### config.mk
export PLATFORM = sky130hd
export DESIGN_NAME = isu_shift_unit
export DESIGN_NICKNAME = d
export VERILOG_FILES = /design/src/inc/isu_pkg.sv /design/src/logic/isu_shift_core.sv /design/src/logic/isu_shift_unit.sv
export SDC_FILE = /design/constraint.sdc
export NUM_CORES = 1
export LEC_CHECK = 0
export BUFFER_PORTS_ARGS = -buffer_cell sky130_fd_sc_hd__buf_2
export CAP_MARGIN = 20
export CORE_MARGIN = 1.5
export CORE_UTILIZATION = 58
export DETAILED_ROUTE_END_ITERATION = 6
export PLACE_DENSITY = 0.75
export REMOVE_ABC_BUFFERS = 1
export SLEW_MARGIN = 5
export SYNTH_ARGS = -nofsm -noshare
export SYNTH_HDL_FRONTEND = slang
export SYNTH_HIERARCHICAL = 1
export SYNTH_SLANG_ARGS = --single-unit
### constraint.sdc
create_clock -name ref_clk -period 5.7 [get_ports ref_clk]
set_clock_uncertainty 0.05 [all_clocks]
set_input_delay 1.71 -clock ref_clk [delete_from_list [all_inputs] [get_ports ref_clk]]
set_output_delay 1.71 -clock ref_clk [all_outputs]
set_load 0.05 [all_outputs]
### src/inc/isu_pkg.sv
// Package for the integer shift unit: register map, encodings, field positions, helpers
// Operation
// - Both left shift forms are one operation, extension 4, moving bits upward.
// - Extension 7 selects the arithmetic right shift.
// - Extension 5 selects the logical right shift.
// - D0/D2/C0 byte operand, D1/D3/C1 wide; count one, count register, immediate.
// - Count is cut to its low five bits, giving zero to thirty-one.
// - Count comes from the immediate byte or the count register low byte.
// - Destination from register or memory; result written back to the same place.
// - Count-one encodings carry no count byte and never read the count register.
// - Bits pushed out pass through carry; carry ends holding the last one out.
// - Left shift moves the top bit into carry and clears the bottom bit.
// - Logical right shift moves the bottom bit into carry, clears the top.
// - Arithmetic right shift fills vacated top bits with the original sign.
// - Arithmetic right shift rounds toward negative infinity, unlike signed divide.
// - Overflow gets a defined value only when the effective count is one.
// - One-place left shift: overflow is result top bit XOR new carry.
// - One-place arithmetic right shift always clears overflow.
// - One-place logical right shift loads overflow with the original top bit.
// - A masked count of zero leaves every flag unchanged.
// - A nonzero shift sets sign, zero and parity from the result.
// - Overflow is unspecified when the count is not one.
// - Carry is unspecified for left and logical right counts at least operand width.
package isu_pkg;

    // Register byte offsets on the bus
    localparam logic [4:0]  ISU_ADDR_CTRL    = 5'h00;
    localparam logic [4:0]  ISU_ADDR_OPERAND = 5'h04;
    localparam logic [4:0]  ISU_ADDR_COUNT   = 5'h08;
    localparam logic [4:0]  ISU_ADDR_FLAGS   = 5'h0C;
    localparam logic [4:0]  ISU_ADDR_CMD     = 5'h10;

    // Control register fields
    localparam int          CTRL_OPC_LSB     = 0;
    localparam int          CTRL_EXT_LSB     = 8;
    localparam int          CTRL_SIZE32_BIT  = 11;
    localparam int          CTRL_MEM_BIT     = 12;

    // Count register fields: immediate byte and count register low byte
    localparam int          COUNT_IMM_LSB    = 0;
    localparam int          COUNT_REG_LSB    = 8;

    // Flag positions in the flags word
    localparam int          FLAG_CARRY       = 0;
    localparam int          FLAG_PARITY      = 2;
    localparam int          FLAG_AUX_CARRY   = 4;
    localparam int          FLAG_ZERO        = 6;
    localparam int          FLAG_SIGN        = 7;
    localparam int          FLAG_OVERFLOW    = 11;

    // Status fields
    localparam int          ST_DONE          = 0;
    localparam int          ST_BAD           = 1;
    localparam int          ST_CREG          = 2;
    localparam int          ST_MEM           = 3;
    localparam int          ST_CNT_LSB       = 8;

    // Reset values
    localparam logic [31:0] CTRL_RST         = 32'h0000_0000;
    localparam logic [31:0] OPERAND_RST      = 32'h0000_0000;
    localparam logic [15:0] COUNT_RST        = 16'h0000;
    localparam logic [31:0] FLAGS_RST        = 32'h0000_0002;
    localparam logic [31:0] STATUS_RST       = 32'h0000_0000;

    // Opcode bytes and register-field extensions
    localparam logic [7:0]  OPC_BYTE_ONE     = 8'hD0;
    localparam logic [7:0]  OPC_WIDE_ONE     = 8'hD1;
    localparam logic [7:0]  OPC_BYTE_CREG    = 8'hD2;
    localparam logic [7:0]  OPC_WIDE_CREG    = 8'hD3;
    localparam logic [7:0]  OPC_BYTE_IMM     = 8'hC0;
    localparam logic [7:0]  OPC_WIDE_IMM     = 8'hC1;
    localparam logic [2:0]  EXT_LEFT         = 3'h4;
    localparam logic [2:0]  EXT_RIGHT        = 3'h5;
    localparam logic [2:0]  EXT_ARITH        = 3'h7;

    // Effective count is five bits wide
    localparam int          CNT_BITS         = 5;
    localparam logic [4:0]  CNT_ONE          = 5'h01;

    typedef enum logic [1:0] {OP_NONE, OP_LEFT, OP_RIGHT, OP_ARITH} isu_op_e;
    typedef enum logic [1:0] {SZ_8, SZ_16, SZ_32} isu_size_e;

    // Lanes that belong to an operand of the given size
    function automatic logic [31:0] size_mask(input isu_size_e sz);
        size_mask = (sz == SZ_8) ? 32'h0000_00FF : (sz == SZ_16) ? 32'h0000_FFFF : 32'hFFFF_FFFF;
    endfunction : size_mask

    // Most significant bit of an operand of the given size
    function automatic logic size_msb(input logic [31:0] v, input isu_size_e sz);
        size_msb = (sz == SZ_8) ? v[7] : (sz == SZ_16) ? v[15] : v[31];
    endfunction : size_msb

endpackage : isu_pkg

### src/logic/isu_shift_core.sv
// Single-pass barrel shifter for 8, 16 and 32 bit operands
`timescale 1ns/1ps
module isu_shift_core #(
    parameter int W = 32
) (
    input  wire logic [W-1:0]        dest,
    input  wire isu_pkg::isu_size_e  size,
    input  wire isu_pkg::isu_op_e    op,
    input  wire logic [4:0]          cnt,
    output logic      [W-1:0]        res,
    output logic                     carry
);
    import isu_pkg::*;

    logic [W-1:0]   mask;
    logic           fill;
    logic [2*W:0]   right_ext;
    logic [2*W:0]   right_sh;
    logic [2*W-1:0] left_sh;
    logic [5:0]     width;

    // Fill is the original sign only for the arithmetic form
    assign mask      = size_mask(size);
    assign fill      = (op == OP_ARITH) & size_msb(dest, size);
    assign width     = (size == SZ_8) ? 6'h08 : (size == SZ_16) ? 6'h10 : 6'h20;

    // One guard bit below the operand catches the last bit out on a right shift
    assign right_ext = {{W{fill}}, (dest & mask) | (fill ? ~mask : '0), 1'b0};
    assign right_sh  = right_ext >> cnt;
    assign left_sh   = {{W{1'b0}}, dest & mask} << cnt;

    // Carry is the bit just beyond the boundary after the whole move
    always_comb
    begin
        if (op == OP_LEFT)
        begin
            res   = left_sh[W-1:0] & mask;
            carry = left_sh[width];
        end
        else
        begin
            res   = right_sh[W:1] & mask;
            carry = right_sh[0];
        end
    end

endmodule : isu_shift_core

### src/logic/isu_shift_unit.sv
// Integer shift unit with Avalon-MM register slave
//
// Implementation choices: the address map and the Avalon-MM register port.
`timescale 1ns/1ps
module isu_shift_unit (
    input  wire logic        ref_clk,
    input  wire logic        reset,
    input  wire logic [4:0]  avs_address,
    input  wire logic        avs_read,
    input  wire logic        avs_write,
    input  wire logic [31:0] avs_writedata,
    input  wire logic [3:0]  avs_byteenable,
    output logic      [31:0] avs_readdata,
    output logic             avs_waitrequest
);
    import isu_pkg::*;

    logic [31:0]  ctrl_q;
    logic [31:0]  operand_q;
    logic [15:0]  count_q;
    logic [31:0]  flags_q;
    logic [31:0]  flags_d;
    logic [31:0]  status_q;
    logic [31:0]  rdata_q;
    logic [31:0]  rdata_d;
    logic         wait_q;
    logic [31:0]  sh_res;
    logic         sh_carry;

    // Byte-lane merge for register writes
    function automatic logic [31:0] be_merge(input logic [31:0] old_v,
                                             input logic [31:0] new_v,
                                             input logic [3:0]  be);
        logic [31:0] m;
        m = {{8{be[3]}}, {8{be[2]}}, {8{be[1]}}, {8{be[0]}}};
        be_merge = (old_v & ~m) | (new_v & m);
    endfunction : be_merge

    // Bus handshake: first cycle of a request is taken, second is answered
    wire          req        = avs_read | avs_write;
    wire          take       = req & wait_q;
    wire          commit_wr  = avs_write & ~wait_q;
    wire          sel_ctrl   = (avs_address == ISU_ADDR_CTRL);
    wire          sel_oper   = (avs_address == ISU_ADDR_OPERAND);
    wire          sel_count  = (avs_address == ISU_ADDR_COUNT);
    wire          sel_flags  = (avs_address == ISU_ADDR_FLAGS);
    wire          sel_cmd    = (avs_address == ISU_ADDR_CMD);
    wire [31:0]   wr_merged  = be_merge(32'h0000_0000, avs_writedata, avs_byteenable);

    // Opcode byte and extension field as loaded by the decoder
    wire [7:0]    opc        = ctrl_q[CTRL_OPC_LSB +: 8];
    wire [2:0]    ext        = ctrl_q[CTRL_EXT_LSB +: 3];
    wire          is_byte    = (opc == OPC_BYTE_ONE) | (opc == OPC_BYTE_CREG)
                             | (opc == OPC_BYTE_IMM);
    wire          is_wide    = (opc == OPC_WIDE_ONE) | (opc == OPC_WIDE_CREG)
                             | (opc == OPC_WIDE_IMM);
    wire          src_one    = (opc == OPC_BYTE_ONE) | (opc == OPC_WIDE_ONE);
    wire          src_reg    = (opc == OPC_BYTE_CREG) | (opc == OPC_WIDE_CREG);

    // Both left forms share extension 4; unused extensions decode to none
    wire isu_op_e op         = (ext == EXT_LEFT) ? OP_LEFT
                             : (ext == EXT_RIGHT) ? OP_RIGHT
                             : (ext == EXT_ARITH) ? OP_ARITH
                             : OP_NONE;
    wire          valid      = (is_byte | is_wide) & (op != OP_NONE);
    wire isu_size_e size     = is_byte ? SZ_8 : (ctrl_q[CTRL_SIZE32_BIT] ? SZ_32 : SZ_16);

    // Count-one forms never look at the count register or the immediate
    wire [7:0]    raw_cnt    = src_one ? 8'h01
                             : src_reg ? count_q[COUNT_REG_LSB +: 8]
                             : count_q[COUNT_IMM_LSB +: 8];
    wire [4:0]    cnt_eff    = raw_cnt[CNT_BITS-1:0];
    wire          cnt_zero   = (cnt_eff == 5'h00);
    wire          cnt_one    = (cnt_eff == CNT_ONE);

    // Command write starts the shift; an invalid encoding only flags itself
    wire          go         = commit_wr & sel_cmd;
    wire          run        = go & valid;
    wire [31:0]   keep_mask  = ~size_mask(size);
    wire [31:0]   wb_val     = (operand_q & keep_mask) | sh_res;
    wire          dest_msb   = size_msb(operand_q, size);
    wire          res_msb    = size_msb(sh_res, size);

    isu_shift_core #(
        .W      (32)
    ) u_core (
        .dest   (operand_q),
        .size   (size),
        .op     (op),
        .cnt    (cnt_eff),
        .res    (sh_res),
        .carry  (sh_carry)
    );

    // Flag update; overflow and aux carry are kept when undefined, cheapest choice
    always_comb
    begin
        flags_d = flags_q;
        if (!cnt_zero)
        begin
            flags_d[FLAG_CARRY]  = sh_carry;
            flags_d[FLAG_SIGN]   = res_msb;
            flags_d[FLAG_ZERO]   = (sh_res == 32'h0000_0000);
            flags_d[FLAG_PARITY] = ~^sh_res[7:0];
            if (cnt_one)
            begin
                case (op)
                    OP_LEFT:  flags_d[FLAG_OVERFLOW] = res_msb ^ sh_carry;
                    OP_ARITH: flags_d[FLAG_OVERFLOW] = 1'b0;
                    OP_RIGHT: flags_d[FLAG_OVERFLOW] = dest_msb;
                    default:  flags_d[FLAG_OVERFLOW] = flags_q[FLAG_OVERFLOW];
                endcase
            end
        end
    end

    // Read mux, sampled on the taking cycle so data stands in the answer cycle
    always_comb
    begin
        if (sel_ctrl)
            rdata_d = ctrl_q;
        else if (sel_oper)
            rdata_d = operand_q;
        else if (sel_count)
            rdata_d = {16'h0000, count_q};
        else if (sel_flags)
            rdata_d = flags_q;
        else if (sel_cmd)
            rdata_d = status_q;
        else
            rdata_d = 32'h0000_0000;
    end

    // One wait cycle per access; idle waitrequest stays high
    always_ff @(posedge ref_clk)
    begin
        if (reset)
            wait_q <= 1'b1;
        else
            wait_q <= ~take;
    end

    // Read data latched once per access
    always_ff @(posedge ref_clk)
    begin
        if (reset)
            rdata_q <= 32'h0000_0000;
        else if (take & avs_read)
            rdata_q <= rdata_d;
    end

    // Control register: opcode, extension, size and destination kind
    always_ff @(posedge ref_clk)
    begin
        if (reset)
            ctrl_q <= CTRL_RST;
        else if (commit_wr & sel_ctrl)
            ctrl_q <= be_merge(ctrl_q, avs_writedata, avs_byteenable);
    end

    // Operand is overwritten in place by the result
    always_ff @(posedge ref_clk)
    begin
        if (reset)
            operand_q <= OPERAND_RST;
        else if (run)
            operand_q <= wb_val;
        else if (commit_wr & sel_oper)
            operand_q <= be_merge(operand_q, avs_writedata, avs_byteenable);
    end

    // Count sources: immediate byte and count register low byte
    always_ff @(posedge ref_clk)
    begin
        if (reset)
            count_q <= COUNT_RST;
        else if (commit_wr & sel_count)
            count_q <= wr_merged[15:0] | (count_q & ~{{8{avs_byteenable[1]}},
                                                       {8{avs_byteenable[0]}}});
    end

    // Flags updated in place, like the operand
    always_ff @(posedge ref_clk)
    begin
        if (reset)
            flags_q <= FLAGS_RST;
        else if (run)
            flags_q <= flags_d;
        else if (commit_wr & sel_flags)
            flags_q <= be_merge(flags_q, avs_writedata, avs_byteenable);
    end

    // Status of the last command; a bad encoding changes neither operand nor flags
    always_ff @(posedge ref_clk)
    begin
        if (reset)
            status_q <= STATUS_RST;
        else if (go)
        begin
            status_q                       <= 32'h0000_0000;
            status_q[ST_DONE]              <= 1'b1;
            status_q[ST_BAD]               <= ~valid;
            status_q[ST_CREG]              <= src_reg;
            status_q[ST_MEM]               <= ctrl_q[CTRL_MEM_BIT];
            status_q[ST_CNT_LSB +: 5]      <= cnt_eff;
        end
    end

    // Outputs straight from flip-flops
    assign avs_waitrequest = wait_q;
    assign avs_readdata    = rdata_q;

    // Every taken access is answered on the next cycle and then released
    property p_bus_answer;
        @(posedge ref_clk) disable iff (reset)
        take |=> !avs_waitrequest ##1 avs_waitrequest;
    endproperty
    a_bus_answer: assert property (p_bus_answer)
        else $error("waitrequest did not drop for exactly one cycle");

    property p_one_count;
        @(posedge ref_clk) disable iff (reset)
        run && src_one |=> status_q[ST_CNT_LSB +: 5] == CNT_ONE && !status_q[ST_CREG];
    endproperty
    a_one_count: assert property (p_one_count)
        else $error("count-one opcode gave another count");

    property p_reg_count;
        @(posedge ref_clk) disable iff (reset)
        src_reg |-> cnt_eff == count_q[12:8];
    endproperty
    a_reg_count: assert property (p_reg_count)
        else $error("count register count not cut to five bits");

    property p_imm_count;
        @(posedge ref_clk) disable iff (reset)
        (is_byte | is_wide) && !src_one && !src_reg |-> cnt_eff == count_q[4:0];
    endproperty
    a_imm_count: assert property (p_imm_count)
        else $error("immediate count not taken");

    property p_zero_keep;
        @(posedge ref_clk) disable iff (reset)
        run && cnt_zero |=> flags_q == $past(flags_q) && operand_q == $past(operand_q);
    endproperty
    a_zero_keep: assert property (p_zero_keep)
        else $error("zero count changed flags or operand");

    property p_left_overflow;
        @(posedge ref_clk) disable iff (reset)
        run && cnt_one && op == OP_LEFT
        |=> flags_q[FLAG_OVERFLOW] == (flags_q[FLAG_CARRY] ^ $past(res_msb));
    endproperty
    a_left_overflow: assert property (p_left_overflow)
        else $error("left shift overflow wrong");

    property p_arith_overflow;
        @(posedge ref_clk) disable iff (reset)
        run && cnt_one && op == OP_ARITH |=> !flags_q[FLAG_OVERFLOW];
    endproperty
    a_arith_overflow: assert property (p_arith_overflow)
        else $error("arithmetic right overflow not cleared");

    property p_logic_overflow;
        @(posedge ref_clk) disable iff (reset)
        run && cnt_one && op == OP_RIGHT
        |=> flags_q[FLAG_OVERFLOW] == $past(dest_msb) && !$past(res_msb);
    endproperty
    a_logic_overflow: assert property (p_logic_overflow)
        else $error("logical right overflow or top bit wrong");

    property p_left_carry;
        @(posedge ref_clk) disable iff (reset)
        run && cnt_one && op == OP_LEFT
        |=> flags_q[FLAG_CARRY] == $past(dest_msb) && !operand_q[0];
    endproperty
    a_left_carry: assert property (p_left_carry)
        else $error("left shift carry or low bit wrong");

    property p_right_carry;
        @(posedge ref_clk) disable iff (reset)
        run && !cnt_zero && op != OP_LEFT && cnt_one
        |=> flags_q[FLAG_CARRY] == $past(operand_q[0]);
    endproperty
    a_right_carry: assert property (p_right_carry)
        else $error("right shift carry not the low bit");

    property p_arith_sign;
        @(posedge ref_clk) disable iff (reset)
        run && op == OP_ARITH |=> $past(res_msb) == $past(dest_msb);
    endproperty
    a_arith_sign: assert property (p_arith_sign)
        else $error("arithmetic right shift lost the sign");

    property p_result_flags;
        @(posedge ref_clk) disable iff (reset)
        run && !cnt_zero
        |=> flags_q[FLAG_ZERO] == ($past(sh_res) == 32'h0000_0000)
            && flags_q[FLAG_SIGN] == $past(res_msb);
    endproperty
    a_result_flags: assert property (p_result_flags)
        else $error("sign or zero flag not from result");

    property p_writeback;
        @(posedge ref_clk) disable iff (reset)
        run |=> operand_q == $past(wb_val) && status_q[ST_DONE] && !status_q[ST_BAD];
    endproperty
    a_writeback: assert property (p_writeback)
        else $error("result not written back in place");

    property p_bad_op;
        @(posedge ref_clk) disable iff (reset)
        go && !valid |=> status_q[ST_BAD] && operand_q == $past(operand_q);
    endproperty
    a_bad_op: assert property (p_bad_op)
        else $error("bad encoding altered operand");

endmodule : isu_shift_unit

==> impl_results.rst <==
.. list-table::
   :header-rows: 1

   * - Metric
     - Value
   * - Post-synthesis cell type with the largest combined area
     - sky130_fd_sc_hd__dfxtp_1
   * - Setup_tns
     - 0 ns
   * - Type of the tightest min-delay check
     - reg -> reg
   * - Relative slew margins
     - 0.263
   * - Critical path data arrival time
     - around 5.3 ns
   * - Post-synth top flop
     - sky130_fd_sc_hd__dfxtp_1
   * - Total global-route track usage
     - 0.451
   * - Fraction of layout instances using a drive strength above 1
     - 0.178
   * - Count of standard-cell rows
     - a little over 50
   * - Insertion delay of the later-clocked pin in the worst-skew pair
     - approximately 0.43 ns
   * - Worst flop-to-flop path endpoint
     - flags_q[6]
   * - Count of cells along the worst register-to-register path
     - 17
   * - DIE WIDTH
     - around 140 microns
   * - Top area cells in the synthesized netlist
     - sky130_fd_sc_hd__dfxtp_1 (27%), sky130_fd_sc_hd__mux2i_1 (12%), sky130_fd_sc_hd__nor2_1 (5.3%)
   * - First-pass GRT wire length
     - approximately 70 mm
   * - Largest net degree at the start of global routing
     - 74
   * - Critical path endpoint category
     - register
   * - Antenna violations before repair
     - 1
   * - Failing checks
     - DRC
   * - Count of pins on the block boundary
     - 78
   * - Core outline area
     - about 20,000 sq um
   * - Utilization after layout
     - 0.653
   * - Via-to-Cell Ratio
     - approximately 7.5
   * - WHS Path Cells
     - 2
   * - Largest vdd supply drop
     - between 0.2 and 0.25 mV
   * - Congestion Overflow GR
     - 0
   * - Critical-path top delay cell
     - sky130_fd_sc_hd__o21ai_4
   * - Global placement routability congestion
     - between 1 and 1.5
   * - # fillers
     - roughly 1,600
   * - Drt wl/cell
     - approximately 28 microns
   * - Hold-fix buffers, CTS
     - 0
   * - Number of clock buffers inserted by TritonCTS
     - 17
   * - Post-synthesis sequential area ratio
     - 0.266
   * - Slowest cell delay on critical path
     - between 0.7 and 0.8 ns
   * - Final period utilization
     - 0.870
   * - Cell Pwr Density
     - 194 nW/um^2
   * - Average cell area after synthesis
     - around 8.2 sq um
   * - Most common cell on crit path
     - sky130_fd_sc_hd__nor2_1
   * - Initial drt markers
     - 2,291
   * - Initial standard-cell utilization of the core
     - 0.593
   * - Number of setup buffers added after CTS
     - 0
   * - Port Buf Inserts
     - between 70 and 80
   * - Final critical-path required period
     - ~5 ns
   * - Start point of the worst min-delay path
     - status_q[2]
   * - Final Slew Violations
     - 0
   * - Register area
     - between 3000 and 4000 sq um
   * - Run status
     - complete, but fails checks
   * - Total iterations of the first detailed-routing run
     - 7
   * - Final layout net count
     - about 1,500
   * - Post-detailed-routing wire length
     - 47.4 mm
   * - Most frequent cells in the layout
     - sky130_fd_sc_hd__nor2_1 (162), sky130_fd_sc_hd__dfxtp_1 (154), sky130_fd_sc_hd__mux2i_1 (138)
   * - Worst-case register-to-register setup slack
     - 0.74 ns
   * - Worst Max-Slew Pin Slew
     - 1.10 ns
   * - CTS clock-pin slew for the worst setup and hold paths
     - 0.07 ns
   * - Cell area after layout
     - around 13,000 sq um
   * - Post-synthesis to final-layout area growth
     - 10.2%
   * - Leakage power
     - roughly 4.7 nW
   * - Worst hold slack after final layout
     - just over 0.4 ns
   * - Maximum clock insertion buffer count
     - 2
   * - Count of buffering cells on the critical path with inverters included
     - 2
   * - Cell family with the largest share of critical-path delay
     - compound AO/OA/AOI/OAI gates
   * - Instance area at placement
     - 12,100 sq um
   * - Gate count after technology mapping
     - around 1,400
   * - Post-route non-filler standard cell count
     - about 1,700
   * - Library cells used by synthesis
     - a little over 90
   * - H-tree level count
     - 4
   * - Area of the multi-input gates
     - 7790 sq um
   * - Via count
     - 12,800
   * - Vertical die dimension
     - roughly 140 microns
   * - Critical path required time
     - 6.02 ns
   * - Yosys Warn Count
     - 6
   * - Count of flip-flops with a built-in enable after synthesis
     - 0
   * - Number of setup violations in the final report
     - 0
   * - Clock tree from TritonCTS
     - built
   * - Crit path launch type
     - register
   * - Residual DRC count
     - 3
   * - Maximum fanout count along the critical path
     - 24
   * - Worst hold endpoint
     - status_q[2]
   * - DIE AREA
     - approximately 21,000 sq um
   * - Sinks on Clock Net
     - between 150 and 200
   * - # Max-Cap Violations
     - 0
   * - Cell breakdown of the critical path
     - and3b_1 > and3_1 > buf_4 > o21ai_4 > nand2b_1 > nor2_1 > o41ai_2 > a32oi_1 > a221oi_1 > nor2_1 > inv_1 > ha_1 > nand2_1 > nor3_1 > nand4_1 > a2111oi_2 > a211o_1
   * - Vias in the first global route
     - between 10,000 and 15,000
   * - Post-synthesis instance area
     - around 12,000 sq um
   * - Half-perimeter wire length after detailed placement
     - around 34 mm
   * - Number of resized instances in the post-cts repair step
     - 0
   * - Post-synth top area share
     - 0.266
   * - Most common library cell in the layout ignoring fill and taps
     - sky130_fd_sc_hd__nor2_1
   * - Final ANT Viol Nets
     - 0
   * - Count of endpoints failing hold in the final timing report
     - 0
   * - Crit Path Category
     - reg -> reg
   * - Asr flop ratio synth
     - 0
   * - Buffer cell driving the clock tree root
     - sky130_fd_sc_hd__clkbuf_16
   * - Number of placed instances with taps included
     - ~1,700
   * - RSZ-0062 raised after global routing
     - false
   * - Synthesis-stage register bit count
     - about 150
   * - Highest achievable clock rate
     - slightly above 200 MHz
## synthesized netlist by cell type, types with 7 or more instances
cell,instances
sky130_fd_sc_hd__nor2b_1,9
sky130_fd_sc_hd__buf_4,12
sky130_fd_sc_hd__mux4_2,23
sky130_fd_sc_hd__a211oi_1,62
sky130_fd_sc_hd__a221o_1,11
sky130_fd_sc_hd__nor3_1,24
sky130_fd_sc_hd__o21ai_0,58
sky130_fd_sc_hd__o221ai_1,12
sky130_fd_sc_hd__nand3_1,53
sky130_fd_sc_hd__a211oi_2,10
sky130_fd_sc_hd__a31oi_1,15
sky130_fd_sc_hd__mux2i_1,138
sky130_fd_sc_hd__a222oi_1,25
sky130_fd_sc_hd__nor2_1,162
sky130_fd_sc_hd__o22ai_1,17
sky130_fd_sc_hd__a21o_1,8
sky130_fd_sc_hd__nand2b_1,19
sky130_fd_sc_hd__a21oi_1,87
sky130_fd_sc_hd__inv_1,25
sky130_fd_sc_hd__mux2_2,29
sky130_fd_sc_hd__a221oi_1,22
sky130_fd_sc_hd__and2_1,14
sky130_fd_sc_hd__clkbuf_1,72
sky130_fd_sc_hd__nor4_1,19
sky130_fd_sc_hd__o211ai_1,16
sky130_fd_sc_hd__nand2_1,104
sky130_fd_sc_hd__o31ai_1,8
sky130_fd_sc_hd__buf_6,7
sky130_fd_sc_hd__dfxtp_1,154
sky130_fd_sc_hd__and3_1,10
sky130_fd_sc_hd__buf_2,33
sky130_fd_sc_hd__nand4_1,7
sky130_fd_sc_hd__a22oi_1,15
## cell families after synthesis
family | share of synthesized area
AOI/OAI and AO/OA | 0.276
buffers and inverters | 0.0648
adders and majority gates | 0.00432
muxes | 0.195
and+or+nand+nor | 0.191
DFF | 0.266
xor gates and xnor gates | 0.00227
## power breakdown
| group | leakage (nW) | total, mW | switching [mW] | internal [mW] |
|---|---|---|---|---|
| Combinational | 3.19 | 0.209 | 0.155 | 0.0539 |
| Clock | 0.285 | 1.16 | 0.493 | 0.669 |
| Sequential | 1.25 | 1.10 | 0.00995 | 1.09 |
## final cells by class
class	instances	share of cell area
Sequential cell	154	0.242
Tap cell	265	0.0260
Timing Repair Buffer	132	0.0667
Multi-Input combinational cell	1095	0.611
Inverter	26	0.00765
Clock inverter	13	0.0124
Antenna cell	1	0.000196
Clock buffer	19	0.0347
## how the worst max path moves through the flow
stage,slack (ns),cells past startpoint,endpoint
after floorplan,-4.12,15,flags_q[2]
after global placement,0.98,17,flags_q[6]
after detailed placement,0.94,17,flags_q[6]
after CTS,0.93,17,flags_q[6]
after global routing,0.63,17,flags_q[2]
final,0.74,17,flags_q[6]
## per-layer routing
layer  vias to the layer above  GRT usage  part of all wire
met3                       212      0.113              0.14
met2                      1101      0.674              0.43
li1                       5433          -                 -
met4                         0      0.239             0.060
met5                         -          0                 0
met1                      6017      0.599              0.37
## tightest hold or removal path: stages, from the launching register on
cell,delay (ns)
sky130_fd_sc_hd__dfxtp_1,0.31
sky130_fd_sc_hd__nand2_1,0.05
sky130_fd_sc_hd__a21oi_1,0.05
## metrics by stage
stage,power (mW),worst slack (ns)
2_1_floorplan,1.24,-4.12
5_1_grt,2.53,0.632
3_3_place_gp,1.33,0.983
3_5_place_dp,1.33,0.942
6_report,2.47,0.741
4_1_cts,2.47,0.928
Note: power is estimated with default switching activity, not from simulation.
